## config.mk

```make
export PLATFORM = sky130hd
export DESIGN_NAME = sirc_routing_ctrl
export DESIGN_NICKNAME = d
export VERILOG_FILES = /design/src/rtl/sirc_pkg.sv /design/src/rtl/sirc_pair_buf.sv /design/src/rtl/sirc_routing_ctrl.sv
export SDC_FILE = /design/constraint.sdc
export NUM_CORES = 1
export LEC_CHECK = 0
export ABC_CLOCK_PERIOD_IN_PS = 2000
export BUFFER_PORTS_ARGS = -buffer_cell sky130_fd_sc_hd__buf_4
export CORE_ASPECT_RATIO = 0.75
export CORE_MARGIN = 1
export CORE_UTILIZATION = 55
export CTS_CLUSTER_SIZE = 24
export DETAILED_ROUTE_END_ITERATION = 8
export HOLD_SLACK_MARGIN = 0.08
export PLACE_DENSITY = 0.77
export SLEW_MARGIN = 25
export SYNTH_ARGS = -nofsm -noshare
export SYNTH_HDL_FRONTEND = slang
export SYNTH_HIERARCHICAL = 1
export SYNTH_SLANG_ARGS = --single-unit
```

## constraint.sdc

```tcl
create_clock -name i_clk_sys -period 2 [get_ports i_clk_sys]
set_input_delay 0.2 -clock i_clk_sys [delete_from_list [all_inputs] [get_ports i_clk_sys]]
set_output_delay 0.2 -clock i_clk_sys [all_outputs]
set_load 0.02 [all_outputs]
```

## src/rtl/sirc_pkg.sv

```systemverilog
// Package with register map, field positions, reset values and states of the sensor routing control.
package sirc_pkg;

  // ****************************************************************
  // Register indices; the byte address is four times the index.
  // ****************************************************************
  localparam logic [15:0] SIRC_SLOT_CFG0_IDX   = 16'h2100;
  localparam logic [15:0] SIRC_SLOT_CFG5_IDX   = 16'h2105;
  localparam logic [15:0] SIRC_PAIR_MODE_IDX   = 16'h210C;
  localparam logic [15:0] SIRC_PREAMP_IDX      = 16'h2704;
  localparam logic [15:0] SIRC_REMOTE_IDX      = 16'h2709;
  localparam logic [15:0] SIRC_STATUS_IDX      = 16'h2710;
  localparam int          SIRC_ADDR_W          = 18;

  // ****************************************************************
  // Field positions and reset values.
  // ****************************************************************
  localparam int          SIRC_DIFF_LSB        = 4;
  localparam int          SIRC_PREAMP_BIT      = 5;
  localparam int          SIRC_REMOTE_LSB      = 3;
  localparam int          SIRC_COUNT_LSB       = 4;
  localparam logic [7:0]  SIRC_CFG_RESET       = 8'h00;
  localparam int          SIRC_NUM_SLOTS       = 11;
  localparam int          SIRC_SLOT_REGS       = 6;
  localparam int          SIRC_REMOTE_PAIRS    = 3;

  // ****************************************************************
  // Sample store layout and timing counts.
  // ****************************************************************
  localparam int          SIRC_RAM_ADDR_W      = 8;
  localparam int          SIRC_RAM_DATA_W      = 32;
  localparam logic [7:0]  SIRC_RMT_BASE        = 8'h10;
  localparam int          SIRC_FIR_LEN         = 288;
  localparam int          SIRC_SAMPLE_W        = 22;

  typedef enum logic [1:0]
  {
    SIRC_IDLE    = 2'b00,
    SIRC_START   = 2'b01,
    SIRC_CONVERT = 2'b11,
    SIRC_WRITE   = 2'b10
  } sirc_state_type;

endpackage : sirc_pkg

```

## src/rtl/sirc_pair_buf.sv

```systemverilog
// Two-entry buffer with valid and ready on both sides.
`timescale 1ns/10ps
module sirc_pair_buf #(
  parameter int W = 40
) (
  input  wire logic         i_clk_sys,
  input  wire logic         i_resetn,
  input  wire logic         i_in_valid,
  output logic              o_in_ready,
  input  wire logic [W-1:0] i_in_data,
  output logic              o_out_valid,
  input  wire logic         i_out_ready,
  output logic [W-1:0]      o_out_data
);

  typedef struct packed {
    logic [1:0][W-1:0] mem;
    logic              wr_ptr;
    logic              rd_ptr;
    logic [1:0]        count;
  } sirc_buf_type;

  sirc_buf_type buf_q;
  sirc_buf_type buf_d;
  logic         push;
  logic         pop;

  assign o_in_ready  = (buf_q.count != 2'd2);
  assign o_out_valid = (buf_q.count != 2'd0);
  assign o_out_data  = buf_q.mem[buf_q.rd_ptr];
  assign push        = i_in_valid && o_in_ready;
  assign pop         = o_out_valid && i_out_ready;

  always_comb
  begin
    buf_d = buf_q;
    if (push)
    begin
      buf_d.mem[buf_q.wr_ptr] = i_in_data;
      buf_d.wr_ptr            = ~buf_q.wr_ptr;
    end
    if (pop)
    begin
      buf_d.rd_ptr = ~buf_q.rd_ptr;
    end
    if (push && !pop)
    begin
      buf_d.count = buf_q.count + 2'd1;
    end
    else if (pop && !push)
    begin
      buf_d.count = buf_q.count - 2'd1;
    end
  end

  always_ff @(posedge i_clk_sys or negedge i_resetn)
  begin
    if (!i_resetn)
    begin
      buf_q <= '0;
    end
    else
    begin
      buf_q <= buf_d;
    end
  end

endmodule : sirc_pair_buf

```

## src/rtl/sirc_routing_ctrl.sv

```systemverilog
// Sensor input routing control: register file, slot sequencer, decimator and remote sensor capture.
// Operation
// - Local inputs go one after another through the multiplexer into one shared converter.
// - The converter bitstream is decimated by a FIR and written to compute RAM.
// - Remote pair samples bypass the multiplexer and go straight to compute RAM.
// - Eleven 4-bit slot source selects, written by software, set the sampling order.
// - Eight current pins act as single-ended inputs or four differential pairs.
// - Pair-0 differential bit at index 0x210C bit 4 selects pair-0 mode.
// - Preamp bit at index 0x2704 bit 5 gives pair-0 gain 8, else gain 1.
// - Remote enable bits at index 0x2709 bits 5..3 turn pairs 1-3 into remote links.
// - A cleared remote enable keeps its pair as a local multiplexed analog input.
// - Pair 0 has no remote option and is always a local input.
// - Each remote sensor link is a two-way serial stream carrying its samples.
// - With no remote pair enabled every channel runs through the shared converter.
// - Remote bit 3 is pair 1, bit 4 is pair 2, bit 5 is pair 3.
// - A frame starts at slot 0 and runs for the frame slot count of slots.
`timescale 1ns/10ps
module sirc_routing_ctrl
  import sirc_pkg::*;
#(
  parameter int FIR_LEN  = SIRC_FIR_LEN,
  parameter int SAMPLE_W = SIRC_SAMPLE_W
) (
  input  wire logic                          i_clk_sys,
  input  wire logic                          i_resetn,
  input  wire logic                          i_psel,
  input  wire logic                          i_penable,
  input  wire logic                          i_pwrite,
  input  wire logic [SIRC_ADDR_W-1:0]        i_paddr,
  input  wire logic [31:0]                   i_pwdata,
  output logic [31:0]                        o_prdata,
  output logic                               o_pready,
  output logic                               o_pslverr,
  input  wire logic                          i_mod_bit,
  output logic [3:0]                         o_mux_source,
  output logic [3:0]                         o_pair_diff,
  output logic                               o_preamp_gain8,
  output logic [SIRC_REMOTE_PAIRS-1:0]       o_remote_pair_enable,
  input  wire logic [SIRC_REMOTE_PAIRS-1:0]  i_link_in,
  output logic [SIRC_REMOTE_PAIRS-1:0]       o_link_out,
  output logic [SIRC_REMOTE_PAIRS-1:0]       o_link_oe,
  output logic                               o_ram_valid,
  input  wire logic                          i_ram_ready,
  output logic [SIRC_RAM_ADDR_W-1:0]         o_ram_addr,
  output logic [SIRC_RAM_DATA_W-1:0]         o_ram_data
);

  // ****************************************************************
  // State.
  // ****************************************************************
  localparam int CNT_W = $clog2(FIR_LEN);
  localparam int RX_W  = $clog2(SAMPLE_W + 2);
  localparam int BUF_W = SIRC_RAM_ADDR_W + SIRC_RAM_DATA_W;
  localparam int RP    = SIRC_REMOTE_PAIRS;

  typedef struct packed {
    sirc_state_type                    state;
    logic [SIRC_SLOT_REGS-1:0][7:0]    slot_cfg;
    logic [7:0]                        pair_mode;
    logic [7:0]                        preamp;
    logic [7:0]                        remote;
    logic [3:0]                        act_diff;
    logic                              act_gain8;
    logic [RP-1:0]                     act_remote;
    logic [3:0]                        slot;
    logic [CNT_W-1:0]                  bit_cnt;
    logic [SAMPLE_W-1:0]               acc;
    logic                              mod_s1;
    logic                              mod_s2;
    logic [RP-1:0]                     link_s1;
    logic [RP-1:0]                     link_s2;
    logic                              rx_busy;
    logic [RX_W-1:0]                   rx_cnt;
    logic [RP-1:0][SAMPLE_W-1:0]       rx_shift;
    logic [RP-1:0][SAMPLE_W-1:0]       rmt_data;
    logic [RP-1:0]                     rmt_pend;
    logic [RP-1:0]                     link_out;
    logic [RP-1:0]                     link_oe;
    logic [31:0]                       prdata;
    logic                              pslverr;
  } sirc_ctrl_type;

  sirc_ctrl_type          ctl_q;
  sirc_ctrl_type          ctl_d;
  logic                   push_valid;
  logic                   push_ready;
  logic [BUF_W-1:0]       push_word;
  logic [BUF_W-1:0]       pop_word;
  logic [3:0]             frame_slots;
  logic [RP-1:0]          rmt_clear;
  logic                   wr_en;
  logic                   setup;

  assign frame_slots = ctl_q.slot_cfg[0][SIRC_COUNT_LSB +: 4];
  assign wr_en       = i_psel && i_penable && i_pwrite;
  assign setup       = i_psel && !i_penable;

  // ****************************************************************
  // Slot source lookup: slot 0 sits in the low nibble of the last register.
  // ****************************************************************
  function automatic logic [3:0] slot_source(input logic [SIRC_SLOT_REGS-1:0][7:0] cfg,
                                             input logic [3:0] s);
    logic [2:0] r;
    r = 3'(SIRC_SLOT_REGS - 1) - s[3:1];
    return s[0] ? cfg[r][7:4] : cfg[r][3:0];
  endfunction : slot_source

  // ****************************************************************
  // Write arbitration into the sample buffer; the local sample goes first.
  // ****************************************************************
  always_comb
  begin
    push_valid = 1'b0;
    push_word  = '0;
    rmt_clear  = '0;
    if (ctl_q.state == SIRC_WRITE)
    begin
      push_valid = 1'b1;
      push_word  = {8'(ctl_q.slot), 32'(ctl_q.acc)};
    end
    else
    begin
      for (int p = RP - 1; p >= 0; p--)
      begin
        if (ctl_q.rmt_pend[p])
        begin
          push_valid   = 1'b1;
          push_word    = {8'(SIRC_RMT_BASE + 8'(p)), 32'(ctl_q.rmt_data[p])};
          rmt_clear    = '0;
          rmt_clear[p] = push_ready;
        end
      end
    end
  end

  // ****************************************************************
  // Next state.
  // ****************************************************************
  always_comb
  begin
    ctl_d         = ctl_q;
    ctl_d.mod_s1  = i_mod_bit;
    ctl_d.mod_s2  = ctl_q.mod_s1;
    ctl_d.link_s1 = i_link_in;
    ctl_d.link_s2 = ctl_q.link_s1;
    ctl_d.link_out = '0;
    ctl_d.link_oe  = '0;

    // APB: read data is caught in the setup cycle, writes land in the access cycle.
    if (setup)
    begin
      ctl_d.prdata  = 32'h0000_0000;
      ctl_d.pslverr = 1'b0;
      if (i_paddr[1:0] != 2'b00)
      begin
        ctl_d.pslverr = 1'b1;
      end
      else if ((i_paddr[SIRC_ADDR_W-1:2] >= SIRC_SLOT_CFG0_IDX) &&
               (i_paddr[SIRC_ADDR_W-1:2] <= SIRC_SLOT_CFG5_IDX))
      begin
        ctl_d.prdata[7:0] = ctl_q.slot_cfg[3'(i_paddr[4:2])];
      end
      else if (i_paddr[SIRC_ADDR_W-1:2] == SIRC_PAIR_MODE_IDX)
      begin
        ctl_d.prdata[7:0] = ctl_q.pair_mode;
      end
      else if (i_paddr[SIRC_ADDR_W-1:2] == SIRC_PREAMP_IDX)
      begin
        ctl_d.prdata[7:0] = ctl_q.preamp;
      end
      else if (i_paddr[SIRC_ADDR_W-1:2] == SIRC_REMOTE_IDX)
      begin
        ctl_d.prdata[7:0] = ctl_q.remote;
      end
      else if (i_paddr[SIRC_ADDR_W-1:2] == SIRC_STATUS_IDX)
      begin
        ctl_d.prdata[15:0] = {2'b00, ctl_q.state, ctl_q.rx_busy, ctl_q.rmt_pend, ctl_q.slot,
                              ctl_q.act_gain8, ctl_q.act_remote};
        ctl_d.prdata[19:16] = ctl_q.act_diff;
      end
      else
      begin
        ctl_d.pslverr = 1'b1;
      end
    end

    if (wr_en && (i_paddr[1:0] == 2'b00))
    begin
      if ((i_paddr[SIRC_ADDR_W-1:2] >= SIRC_SLOT_CFG0_IDX) &&
          (i_paddr[SIRC_ADDR_W-1:2] <= SIRC_SLOT_CFG5_IDX))
      begin
        ctl_d.slot_cfg[3'(i_paddr[4:2])] = i_pwdata[7:0];
      end
      else if (i_paddr[SIRC_ADDR_W-1:2] == SIRC_PAIR_MODE_IDX)
      begin
        ctl_d.pair_mode = i_pwdata[7:0];
      end
      else if (i_paddr[SIRC_ADDR_W-1:2] == SIRC_PREAMP_IDX)
      begin
        ctl_d.preamp = i_pwdata[7:0];
      end
      else if (i_paddr[SIRC_ADDR_W-1:2] == SIRC_REMOTE_IDX)
      begin
        ctl_d.remote = i_pwdata[7:0];
      end
    end

    // Slot sequencer with shared boxcar FIR decimator.
    case (ctl_q.state)
      SIRC_IDLE:
      begin
        if (frame_slots != 4'h0)
        begin
          ctl_d.state = SIRC_START;
        end
      end
      SIRC_START:
      begin
        ctl_d.act_diff   = ctl_q.pair_mode[SIRC_DIFF_LSB +: 4];
        ctl_d.act_gain8  = ctl_q.preamp[SIRC_PREAMP_BIT];
        ctl_d.act_remote = ctl_q.remote[SIRC_REMOTE_LSB +: RP];
        ctl_d.slot       = 4'h0;
        ctl_d.bit_cnt    = '0;
        ctl_d.acc        = '0;
        ctl_d.state      = SIRC_CONVERT;
        if (!ctl_q.rx_busy)
        begin
          ctl_d.link_out = ctl_q.remote[SIRC_REMOTE_LSB +: RP];
          ctl_d.link_oe  = ctl_q.remote[SIRC_REMOTE_LSB +: RP];
          ctl_d.rx_busy  = |ctl_q.remote[SIRC_REMOTE_LSB +: RP];
          ctl_d.rx_cnt   = '0;
        end
      end
      SIRC_CONVERT:
      begin
        ctl_d.acc     = ctl_q.acc + SAMPLE_W'(ctl_q.mod_s2);
        ctl_d.bit_cnt = ctl_q.bit_cnt + CNT_W'(1);
        if (ctl_q.bit_cnt == CNT_W'(FIR_LEN - 1))
        begin
          ctl_d.state = SIRC_WRITE;
        end
      end
      SIRC_WRITE:
      begin
        if (push_ready)
        begin
          ctl_d.bit_cnt = '0;
          ctl_d.acc     = '0;
          if ((frame_slots == 4'h0) || (ctl_q.slot >= frame_slots - 4'h1))
          begin
            ctl_d.state = (frame_slots != 4'h0) ? SIRC_START : SIRC_IDLE;
          end
          else
          begin
            ctl_d.slot  = ctl_q.slot + 4'h1;
            ctl_d.state = SIRC_CONVERT;
          end
        end
      end
      default:
      begin
        ctl_d.state = SIRC_IDLE;
      end
    endcase

    // Remote capture: sample bits follow the request pulse, most significant first.
    if (ctl_q.rx_busy && (ctl_q.state != SIRC_START || ctl_q.rx_busy))
    begin
      if (ctl_q.link_oe == '0)
      begin
        for (int p = 0; p < RP; p++)
        begin
          ctl_d.rx_shift[p] = {ctl_q.rx_shift[p][SAMPLE_W-2:0], ctl_q.link_s2[p]};
        end
        // Two extra shifts cover the synchroniser delay, so the last bits held are the sample.
        ctl_d.rx_cnt = ctl_q.rx_cnt + RX_W'(1);
        if (ctl_q.rx_cnt == RX_W'(SAMPLE_W + 1))
        begin
          ctl_d.rx_busy = 1'b0;
        end
      end
    end

    // A finished capture sets its pending flag even in the cycle it is cleared.
    ctl_d.rmt_pend = ctl_q.rmt_pend & ~rmt_clear;
    if (ctl_q.rx_busy && !ctl_d.rx_busy)
    begin
      for (int p = 0; p < RP; p++)
      begin
        if (ctl_q.act_remote[p])
        begin
          ctl_d.rmt_data[p] = ctl_d.rx_shift[p];
          ctl_d.rmt_pend[p] = 1'b1;
        end
      end
    end
  end

  always_ff @(posedge i_clk_sys or negedge i_resetn)
  begin
    if (!i_resetn)
    begin
      ctl_q           <= '0;
      ctl_q.state     <= SIRC_IDLE;
      ctl_q.pair_mode <= SIRC_CFG_RESET;
      ctl_q.preamp    <= SIRC_CFG_RESET;
      ctl_q.remote    <= SIRC_CFG_RESET;
    end
    else
    begin
      ctl_q <= ctl_d;
    end
  end

  // ****************************************************************
  // Sample buffer towards compute RAM.
  // ****************************************************************
  sirc_pair_buf #(
    .W (BUF_W)
  ) u_sirc_pair_buf (
    .i_clk_sys   (i_clk_sys),
    .i_resetn    (i_resetn),
    .i_in_valid  (push_valid),
    .o_in_ready  (push_ready),
    .i_in_data   (push_word),
    .o_out_valid (o_ram_valid),
    .i_out_ready (i_ram_ready),
    .o_out_data  (pop_word)
  );

  // ****************************************************************
  // Outputs.
  // ****************************************************************
  assign o_ram_addr           = pop_word[BUF_W-1:SIRC_RAM_DATA_W];
  assign o_ram_data           = pop_word[SIRC_RAM_DATA_W-1:0];
  assign o_prdata             = ctl_q.prdata;
  assign o_pslverr            = ctl_q.pslverr && i_psel && i_penable;
  assign o_pready             = 1'b1;
  assign o_mux_source         = slot_source(ctl_q.slot_cfg, ctl_q.slot);
  assign o_pair_diff          = ctl_q.act_diff;
  assign o_preamp_gain8       = ctl_q.act_gain8;
  assign o_remote_pair_enable = ctl_q.act_remote;
  assign o_link_out           = ctl_q.link_out;
  assign o_link_oe            = ctl_q.link_oe;

endmodule : sirc_routing_ctrl
```

==> results of run 1 <==
## kinds of logic after synthesis
| kind of cell | Yosys count |
|---|---|
| adder cells (fa/ha/maj) | 11 |
| other | 2 |
| multiplexers | 313 |
| AND/OR/NAND/NOR | 463 |
| flip-flops | 372 |
| XOR/XNOR | 8 |
| buffers and inverters | 148 |
| AO/OA/AOI/OAI | 224 |
## worst reg2reg max path, delay by kind of cell, from the launching register on
| kind | cells | cell delay [ns] |
|---|---|---|
| muxes | 1 | 0.22 |
| AOI/OAI and AO/OA | 1 | 0.21 |
| xor gates and xnor gates | 1 | 0.11 |
| adders and majority gates | 1 | 0.20 |
| DFF | 1 | 0.42 |
| and+or+nand+nor | 2 | 0.82 |
## synth_stat cells, types with 4 or more instances
library cell  number
mux2_1            14
ha_1              11
clkbuf_1          61
nor2b_1            6
o31ai_1            5
a22o_1            14
nor3_1            10
mux2i_1           36
and3_1            23
xor2_1             4
buf_12             8
dfrtp_1          372
mux2_4            80
or4_1              4
mux2_2           180
nand2b_1           7
nand3_1           19
buf_2              7
a31oi_1           11
nand3b_1           4
nor2_1            43
o211ai_1           6
a21o_1             4
a21oi_1           36
o221ai_1          17
nand2_1          298
and2_1             6
buf_4             47
a2111oi_0          9
o21ai_0           84
a22oi_1           23
xnor2_1            4
buf_1             13
inv_1             10
nand4_1           10
## timing repair
item | CTS | global route
endpoints found under the hold margin | 221 | 0
setup buffers | 4 | 9
gates resized for setup | 28 | 39
pin swaps | 7 | 18
hold buffers | 14 | 0
gates cloned | 1 | 7
setup endpoints to repair | 42 | 85
## state kept, by name, summed over array words and instances (netlist names)
register / cells
u_sirc_pair_buf/buf_q: 84
ctl_q: 255
o_pair_diff: 4
o_remote_pair_enable: 3
o_link_oe: 3
ctl_d: 4
o_prdata: 18
o_preamp_gain8: 1
## stage by stage
stage                     setup TNS (ns)  worst slack, ns
final                              -1.85           -0.245
after global routing               -6.11           -0.297
after CTS                         -0.933           -0.237
after detailed placement           -2.37           -0.192
after global placement            -0.780          -0.0933
after floorplan                   -0.254          -0.0317
## power by group
part	total [mW]	switching, mW	internal [mW]
logic	0.967	0.583	0.384
registers	7.62	0.0469	7.57
clock network	7.13	2.91	4.22
## cell type report
cell class                 count  area share [%]
inverter                      10           0.188
multi-input combinational   1060            37.4
clock inverter                11           0.662
tap                          406            2.38
clock buffer                  54            5.16
timing repair buffer         247            10.6
sequential                   372            43.6
antenna                        1          0.0117
## layer usage
layer,wire length (um),vias to the layer above
met5,0,-
met4,945,0
met3,2990,101
met2,21300,528
met1,19200,6532
li1,-,5704
## how the worst max path moves through the flow
stage,from,to,slack [ns],cells past startpoint
3_3_place_gp,i_paddr[14],o_prdata[5],-0.09,7
3_5_place_dp,i_paddr[14],o_prdata[5],-0.19,7
2_1_floorplan,i_paddr[14],ctl_q[295],-0.03,6
5_1_grt,ctl_q[221],o_mux_source[1],-0.30,5
4_1_cts,ctl_q[221],o_mux_source[1],-0.24,5
6_report,ctl_q[221],o_mux_source[1],-0.24,5
==> impl_metrics.yaml, run 1 <==
final_layout:
  area_growth_pct: 20.0
  finalNonFillerCells: 2161
  fillers: 2206
  multi_input_area_mm2: 0.00798
  finalCoreUtilization_pct: 67.7
  drive_gt1_share_pct: 34.9
  fin_nets: 1799
  seq_area_mm2: 0.00931
  final_common_cell: "dfrtp_1"
  final_cell_mix: "368 x dfrtp_1, 294 x nand2_1, 197 x buf_4"
  fin_area_mm2: 0.0214
synthesis:
  synth-compound-area-share_pct: 7.99
  synth_seq_cells: 372
  synthCells: 1541
  synth_top_area_share_pct: 52.3
  synthAdderAreaFrac_pct: 0.773
  yosys-top-cells-area: "dfrtp_1 52%, mux2_2 11%, mux2_4 6.7%, nand2_1 6.3%, o21ai_0 2.4%"
  synthSimpleGateAreaFrac_pct: 12.1
  synth_xor_area_share_pct: 0.394
  yosys_warnings: 6
  avgSynthCellArea_um2: 11.6
  synth-seq-area-share_pct: 52.3
  synth_top_family_by_area: "multiplexers"
  ys_types: 69
  synth_edf_count: 0
  syn_area_mm2: 0.0178
  synth_mux_area_share_pct: 21.4
  async_reset_ff_share_pct: 100
  synth_top_area_cell: "dfrtp_1"
  synth_flop_cell: "dfrtp_1"
sta:
  worstMarginPinSlew_ns: 1.14
  fin_skew_ns: 0.0235
  finalCriticalPeriod_ns: 2.24
  setup_viol: 42
  max-slew-margin-rel_pct: 23.7
  rsz0062_at_grt: "true"
  fin_crit_sh_pct: 112
  setup_ws_ns: -0.245
  hold_violations: 0
  max_freq_mhz: 445
  maxSlewViolCount: 0
  fin_hold_ws_ns: 0.149
floorplanning:
  die_w_um: 210
  io_pins: 153
  coreArea_mm2: 0.0315
  fp.dieH_um: 158
  rows: 56
  start_util_pct: 56.5
  die_area_mm2: 0.0331
worst_setup_path:
  critPathMaxFanout: 8
  cp-start-kind: "register"
  path_buf_inv: 2
  worstSetupPathType: "reg2out"
  critPathTopFamily: "multiplexers"
  r2r_slack_ns: -0.06
  slowest_delay_ns: 0.51
  crit_slowest_cell: "mux4_2"
  r2r_cells: 6
  cp.arrival_ns: 2.04
  crit_required_ns: 1.80
  endpoint_kind: "output pin"
  rr_endpoint: "ctl_q[221]"
  r2r_start: "ctl_q[259]"
  crit_path_cell_trace: "buf_12, mux2i_1, o21ai_1, mux4_2, buf_6"
clock_tree:
  htreeDepth: 2
  clk_latency_ns: 0.54
  tritoncts: "built"
  cts.sinks: 372
  cts_buffers: 37
  clk_path_buf_depth: 3
  root_buffer: "clkbuf_16"
  path_clk_slew_ns: 0.06
status:
  outcome: "finished with violations"
  failed_checks: "negative setup slack"
flow_run:
  cap_violations: 0
detailed_routing:
  dr.pass1.iters: 6
  detail-route-antenna-nets: 0
  vias_per_cell: 5.95
  drc: 0
  routedWlPerCell_um: 20.6
  vias: 12900
  finalWirelength_mm: 44.5
  drtIter0Drc: 1195
hold_path:
  hold_path_end: "ctl_q[0]"
  worstHoldPathType: "in2reg"
  hold_depth: 4
  min_from: "i_paddr[0]"
global_route:
  use_met2_pct: 42.5
  grt_overflow: 0
  met1_usage_pct: 37.1
  grt_pass1_wl_mm: 69.0
  grt_use_total_pct: 26.1
  grt_max_degree: 71
  antenna_found_initial: 1
  top_usage_layer: "met2"
  grt_pass1_vias: 13000
  grt_use_met3_pct: 3.55
power_and_ir_drop:
  power_leakage_nw: 10.7
  finalPower_mw: 15.7
  peakVddDrop_v: 0.000681
  powerDensity_mw_per_mm2: 736
placement:
  hpwl_mm: 27.9
  place_inst: 2060
  io_buffer_count: 113
  dpl_cell_area_mm2: 0.0194
  gp_congestion: 0.902
(Power assumes the default switching activity.)
==> inputs of run 2 (changes only) <==
- PLACE_DENSITY: 0.77 -> 0.89
==> run 2 against run 1 <==
  * The run still ends with negative setup slack left
  * Register-to-register slack about the same
  * Global-route usage increased by 1.0 points
  * Utilization decreased by 0.11 points
  * Critical endpoint unchanged
  * Highest routed layer unchanged
==> impl_metrics.yaml, run 2 (synthesized netlist as in run 1, its figures left out) <==
clock_tree:
  clk_path_buf_depth: 3
  path_clk_slew_ns: 0.07
  htreeDepth: 2
  tritoncts: "built"
  clk_latency_ns: 0.55
  cts.sinks: 372
  root_buffer: "clkbuf_16"
  cts_buffers: 38
sta:
  finalCriticalPeriod_ns: 2.31
  max-slew-margin-rel_pct: 34.8
  hold_violations: 0
  max_freq_mhz: 433
  setup_viol: 35
  worstMarginPinSlew_ns: 0.970
  maxSlewViolCount: 0
  rsz0062_at_grt: "true"
  fin_skew_ns: 0.0278
  setup_ws_ns: -0.308
  fin_crit_sh_pct: 115
final_layout:
  final_common_cell: "dfrtp_1"
  fin_area_mm2: 0.0213
  largest_reg_flops: 255
  fin_nets: 1789
  regMostFlops: "ctl_q"
  drive_gt1_share_pct: 35.0
  final_cell_mix: "368 x dfrtp_1, 294 x nand2_1, 183 x buf_4"
  n_antenna_cell: 0
  area_growth_pct: 19.8
floorplanning:
  fp.dieH_um: 158
  io_pins: 153
  coreArea_mm2: 0.0315
  die_area_mm2: 0.0331
  die_w_um: 210
  start_util_pct: 56.5
  rows: 56
placement:
  hpwl_mm: 27.2
  gp_congestion: 0.864
  dpl_cell_area_mm2: 0.0193
  pre_cts_ws_ns: -0.205
  io_buffer_count: 113
worst_setup_path:
  critPathMaxFanout: 9
  cp-start-kind: "register"
  worstSetupPathType: "reg2out"
  cp.arrival_ns: 2.11
  endpoint_kind: "output pin"
  crit_required_ns: 1.80
  r2r_slack_ns: -0.05
global_route:
  grt_max_degree: 74
  grt_use_total_pct: 27.2
  grt_pass1_vias: 13400
  use_met2_pct: 44.7
  grt_overflow: 0
  top_usage_layer: "met2"
  grt_pass1_wl_mm: 71.4
  grt_use_met3_pct: 5.10
  antenna_found_initial: 0
  met1_usage_pct: 35.9
detailed_routing:
  vias: 13300
  drtIter0Drc: 1496
  routedWlPerCell_um: 21.9
  vias_per_cell: 6.18
  finalWirelength_mm: 47.1
  drc: 0
  detail-route-antenna-nets: 0
  dr.pass1.iters: 5
hold_path:
  worstHoldPathType: "in2reg"
power_and_ir_drop:
  peakVddDrop_v: 0.000759
  power_leakage_nw: 10.7
  powerDensity_mw_per_mm2: 743
  finalPower_mw: 15.8
flow_run:
  cap_violations: 0
status:
  outcome: "finished with violations"
  failed_checks: "negative setup slack"
==> run 2: cell types whose count changed in the layout (fill, tap and decap cells not counted), sizes merged <==
| cell | change |
|---|---|
| inv | +1 |
| clkinvlp | -3 |
| buf | -10 |
| bufinv | -1 |
| diode | -1 |
| clkbuf | +4 |
| clkinv | -1 |
==> run 2: timing repair <==
action,4_1_cts,5_1_grt
pin swaps,7,20
setup buffers,9,6
setup endpoints to repair,14,106
cloned,3,7
hold buffers,14,0
gates resized for setup,28,57
hold endpoints to repair,446,0
==> run 2: final cells by class <==
cell class / count / area (um^2)
Timing Repair Buffer: 236 / 2180
Sequential cell: 372 / 9310
Inverter: 10 / 40.0
Clock inverter: 7 / 95.1
Multi-Input combinational cell: 1060 / 8030
Clock buffer: 59 / 1150
Fill cell: 2029 / 10200
Tap cell: 406 / 508
==> run 2: metrics by stage <==
stage | hold WS (ns) | setup TNS [ns] | util, % | instances
after floorplan | -0.0956 | -0.254 | - | 1580
after global placement | 0.142 | -0.633 | 61.3 | 2047
after detailed placement | 0.148 | -4.01 | 61.3 | 2047
after CTS | 0.0973 | -1.14 | 66.4 | 2139
after global routing | 0.126 | -4.52 | 67.6 | 2150
final | 0.120 | -1.60 | 67.6 | 2150
==> run 2: metal layers <==
| layer | vias to the layer above | part of all wire, % |
|---|---|---|
| met5 | - | 0 |
| met4 | 0 | 3.6 |
| met3 | 158 | 7.7 |
| met2 | 661 | 49 |
| met1 | 6763 | 40 |
| li1 | 5707 | - |
==> run 2: worst max-delay path, stage by stage, from the launching register on <==
cell,delay (ns)
dfrtp_2,0.41
buf_12,0.17
mux2i_4,0.25
o21ai_2,0.07
mux4_2,0.49
buf_6,0.15
==> run 2: worst paths after layout <==
check | to | from | cells past startpoint
setup / recovery | o_mux_source[1] | ctl_q[221] | 5
hold reg to reg | ctl_q[180] | ctl_d[180] | 0
hold / removal | ctl_q[0] | i_paddr[1] | 4
setup reg to reg | ctl_q[63] | o_link_oe[1] | 6
max in group asynchronous | ctl_q[265] | i_resetn | 3
min in group asynchronous | ctl_q[162] | i_resetn | 2
==> run 2: power breakdown <==
part / internal, mW / total, mW / switching, mW
sequential: 7.57 / 7.62 / 0.0460
combinational: 0.369 / 0.974 / 0.605
clock: 4.22 / 7.25 / 3.03
==> inputs of run 3 (changes only) <==
- CELL_PAD_IN_SITES_DETAIL_PLACEMENT: unset -> 1
- CELL_PAD_IN_SITES_GLOBAL_PLACEMENT: unset -> 2
- CORE_UTILIZATION: 55 -> 37
==> run 3 against run 2 <==
  * Count of clock-buffer cells in the layout up 4
  * Worst hold slack worse by 0.0070 ns
  * Utilization down 22 points
  * Via count down 5.5%
  * First-iteration DRC count down 46%
  * Critical path depth up 1
  * Highest routed layer is now met5
  * Non-clock buffer count up 9
  * The flow still finishes with violations (negative setup slack)
  * Clock power down 0.7%
  * Final area up 1.5%
  * Critical endpoint unchanged
  * Largest cell class unchanged
  * Sequential power about the same
  * Sequential cell count unchanged
==> impl_metrics.yaml, run 3 (synthesized netlist as in run 1, its figures left out) <==
global_route:
  grt_max_degree: 82
  grt_pass1_vias: 13600
  grt_pass1_wl_mm: 76.6
  antenna_found_initial: 1
  grt_use_total_pct: 19.8
  grt_overflow: 0
power_and_ir_drop:
  powerDensity_mw_per_mm2: 735
  peakVddDrop_v: 0.000521
  power_leakage_nw: 10.7
sta:
  fin_skew_ns: 0.0299
  setup_viol: 14
  maxSlewViolCount: 0
  setup-tns-final_ns: -1.05
  max_freq_mhz: 438
  hold_violations: 0
  rsz0062_at_grt: "true"
  max-slew-margin-rel_pct: 55.6
  finalCriticalPeriod_ns: 2.28
  setup_ws_ns: -0.281
  worstMarginPinSlew_ns: 0.662
  fin_crit_sh_pct: 114
flow_run:
  cap_violations: 0
detailed_routing:
  finalWirelength_mm: 49.4
  vias_per_cell: 5.24
  drc: 0
  dr.pass1.iters: 5
  routedWlPerCell_um: 20.6
  detail-route-antenna-nets: 0
  drtIter0Drc: 804
  vias: 12600
worst_setup_path:
  crit_required_ns: 1.80
  cp-start-kind: "register"
  crit_path_cell_trace: "nor2b_1, buf_6, nand2_1, o21ai_1, mux4_2, buf_6"
  crit_top_cell: "buf_6"
  path_buf_inv: 2
  critPathTopFamily: "multiplexers"
  crit_slowest_cell: "mux4_2"
  worstSetupPathType: "reg2out"
  critPathMaxFanout: 11
  slowest_delay_ns: 0.50
  cp.arrival_ns: 2.08
  endpoint_kind: "output pin"
final_layout:
  fin_area_mm2: 0.0216
  final_common_cell: "dfrtp_1"
  drive_gt1_share_pct: 34.5
  finalNonFillerCells: 2398
  regMostFlops: "ctl_q"
  largest_reg_flops: 255
  final_cell_mix: "368 x dfrtp_1, 295 x nand2_1, 194 x buf_4"
  area_growth_pct: 21.6
  fin_nets: 1800
  fillers: 5024
clock_tree:
  path_clk_slew_ns: 0.06
  cts.sinks: 372
  htreeDepth: 2
  tritoncts: "built"
  root_buffer: "clkbuf_16"
  cts_buffers: 40
  clk_latency_ns: 0.56
  clk_path_buf_depth: 3
hold_path:
  worstHoldPathType: "in2reg"
placement:
  hpwl_mm: 31.1
  place_inst: 2291
  gp_congestion: 0.819
  dpl_cell_area_mm2: 0.0197
  io_buffer_count: 113
  pre_cts_ws_ns: -0.212
floorplanning:
  io_pins: 153
  fp.dieH_um: 192
  die_area_mm2: 0.0490
  coreArea_mm2: 0.0474
  rows: 69
  die_w_um: 255
  start_util_pct: 37.6
status:
  outcome: "finished with violations"
  failed_checks: "negative setup slack"
run 3: worst reg2reg max path, delay by kind of cell (launching register included):
kind / cells / cell delay [ns]
buffers and inverters: 2 / 0.21
AO/OA/AOI/OAI: 3 / 0.67
adder cells (fa/ha/maj): 2 / 0.43
multiplexers: 1 / 0.21
flip-flops: 1 / 0.41
run 3: final cells by class:
class | count | area [um^2] | share of cell area (%)
multi-input cells | 1060 | 7950 | 36.7
clock inverters | 8 | 61.3 | 0.283
repair buffers | 245 | 2290 | 10.6
well taps | 639 | 800 | 3.69
diodes | 1 | 2.50 | 0.0116
clock buffers | 63 | 1190 | 5.49
inverters | 10 | 40.0 | 0.185
flip-flops and latches | 372 | 9310 | 43.0
run 3: repair_timing:
item | in CTS | in global routing
hold buffers | 14 | 0
hold endpoints to repair | 449 | 0
setup buffers | 3 | 9
gates resized for setup | 23 | 33
endpoints found under the setup margin | 12 | 95
pin swaps | 6 | 11
cloned | 1 | 8
run 3: metal layers:
metal | GRT usage (%) | vias up | part of all wire (%)
li1 | - | 5708 | -
met1 | 27.5 | 6553 | 46
met2 | 32.6 | 223 | 48
met3 | 2.60 | 74 | 3.3
met4 | 5.07 | 2 | 2.2
met5 | 0 | - | 0.026
run 3: path summary, 6_finish.rpt:
path | endpoint | depth (start not counted) | start | slack (ns)
min reg2reg | ctl_q[180] | 0 | ctl_d[180] | 0.35
max in group asynchronous | ctl_q[146] | 3 | i_resetn | 1.08
min in group asynchronous | o_pair_diff[3] | 2 | i_resetn | 0.15
max reg2reg | ctl_q[221] | 8 | ctl_q[259] | -0.03
min | ctl_q[0] | 4 | i_paddr[1] | 0.11
max | o_mux_source[1] | 6 | ctl_q[222] | -0.28
run 3: where the power goes:
part / switching, mW / internal, mW
logic: 0.641 / 0.428
registers: 0.0552 / 7.58
clock network: 3.12 / 4.08
run 3: metrics by stage:
stage	power (mW)	utilization (%)	hold slack, ns
4_1_cts	16.0	44.8	0.0879
3_5_place_dp	8.74	41.6	0.119
3_3_place_gp	8.72	41.6	0.119
6_report	15.9	45.7	0.113
5_1_grt	16.4	45.7	0.157
2_1_floorplan	8.27	-	-0.0956
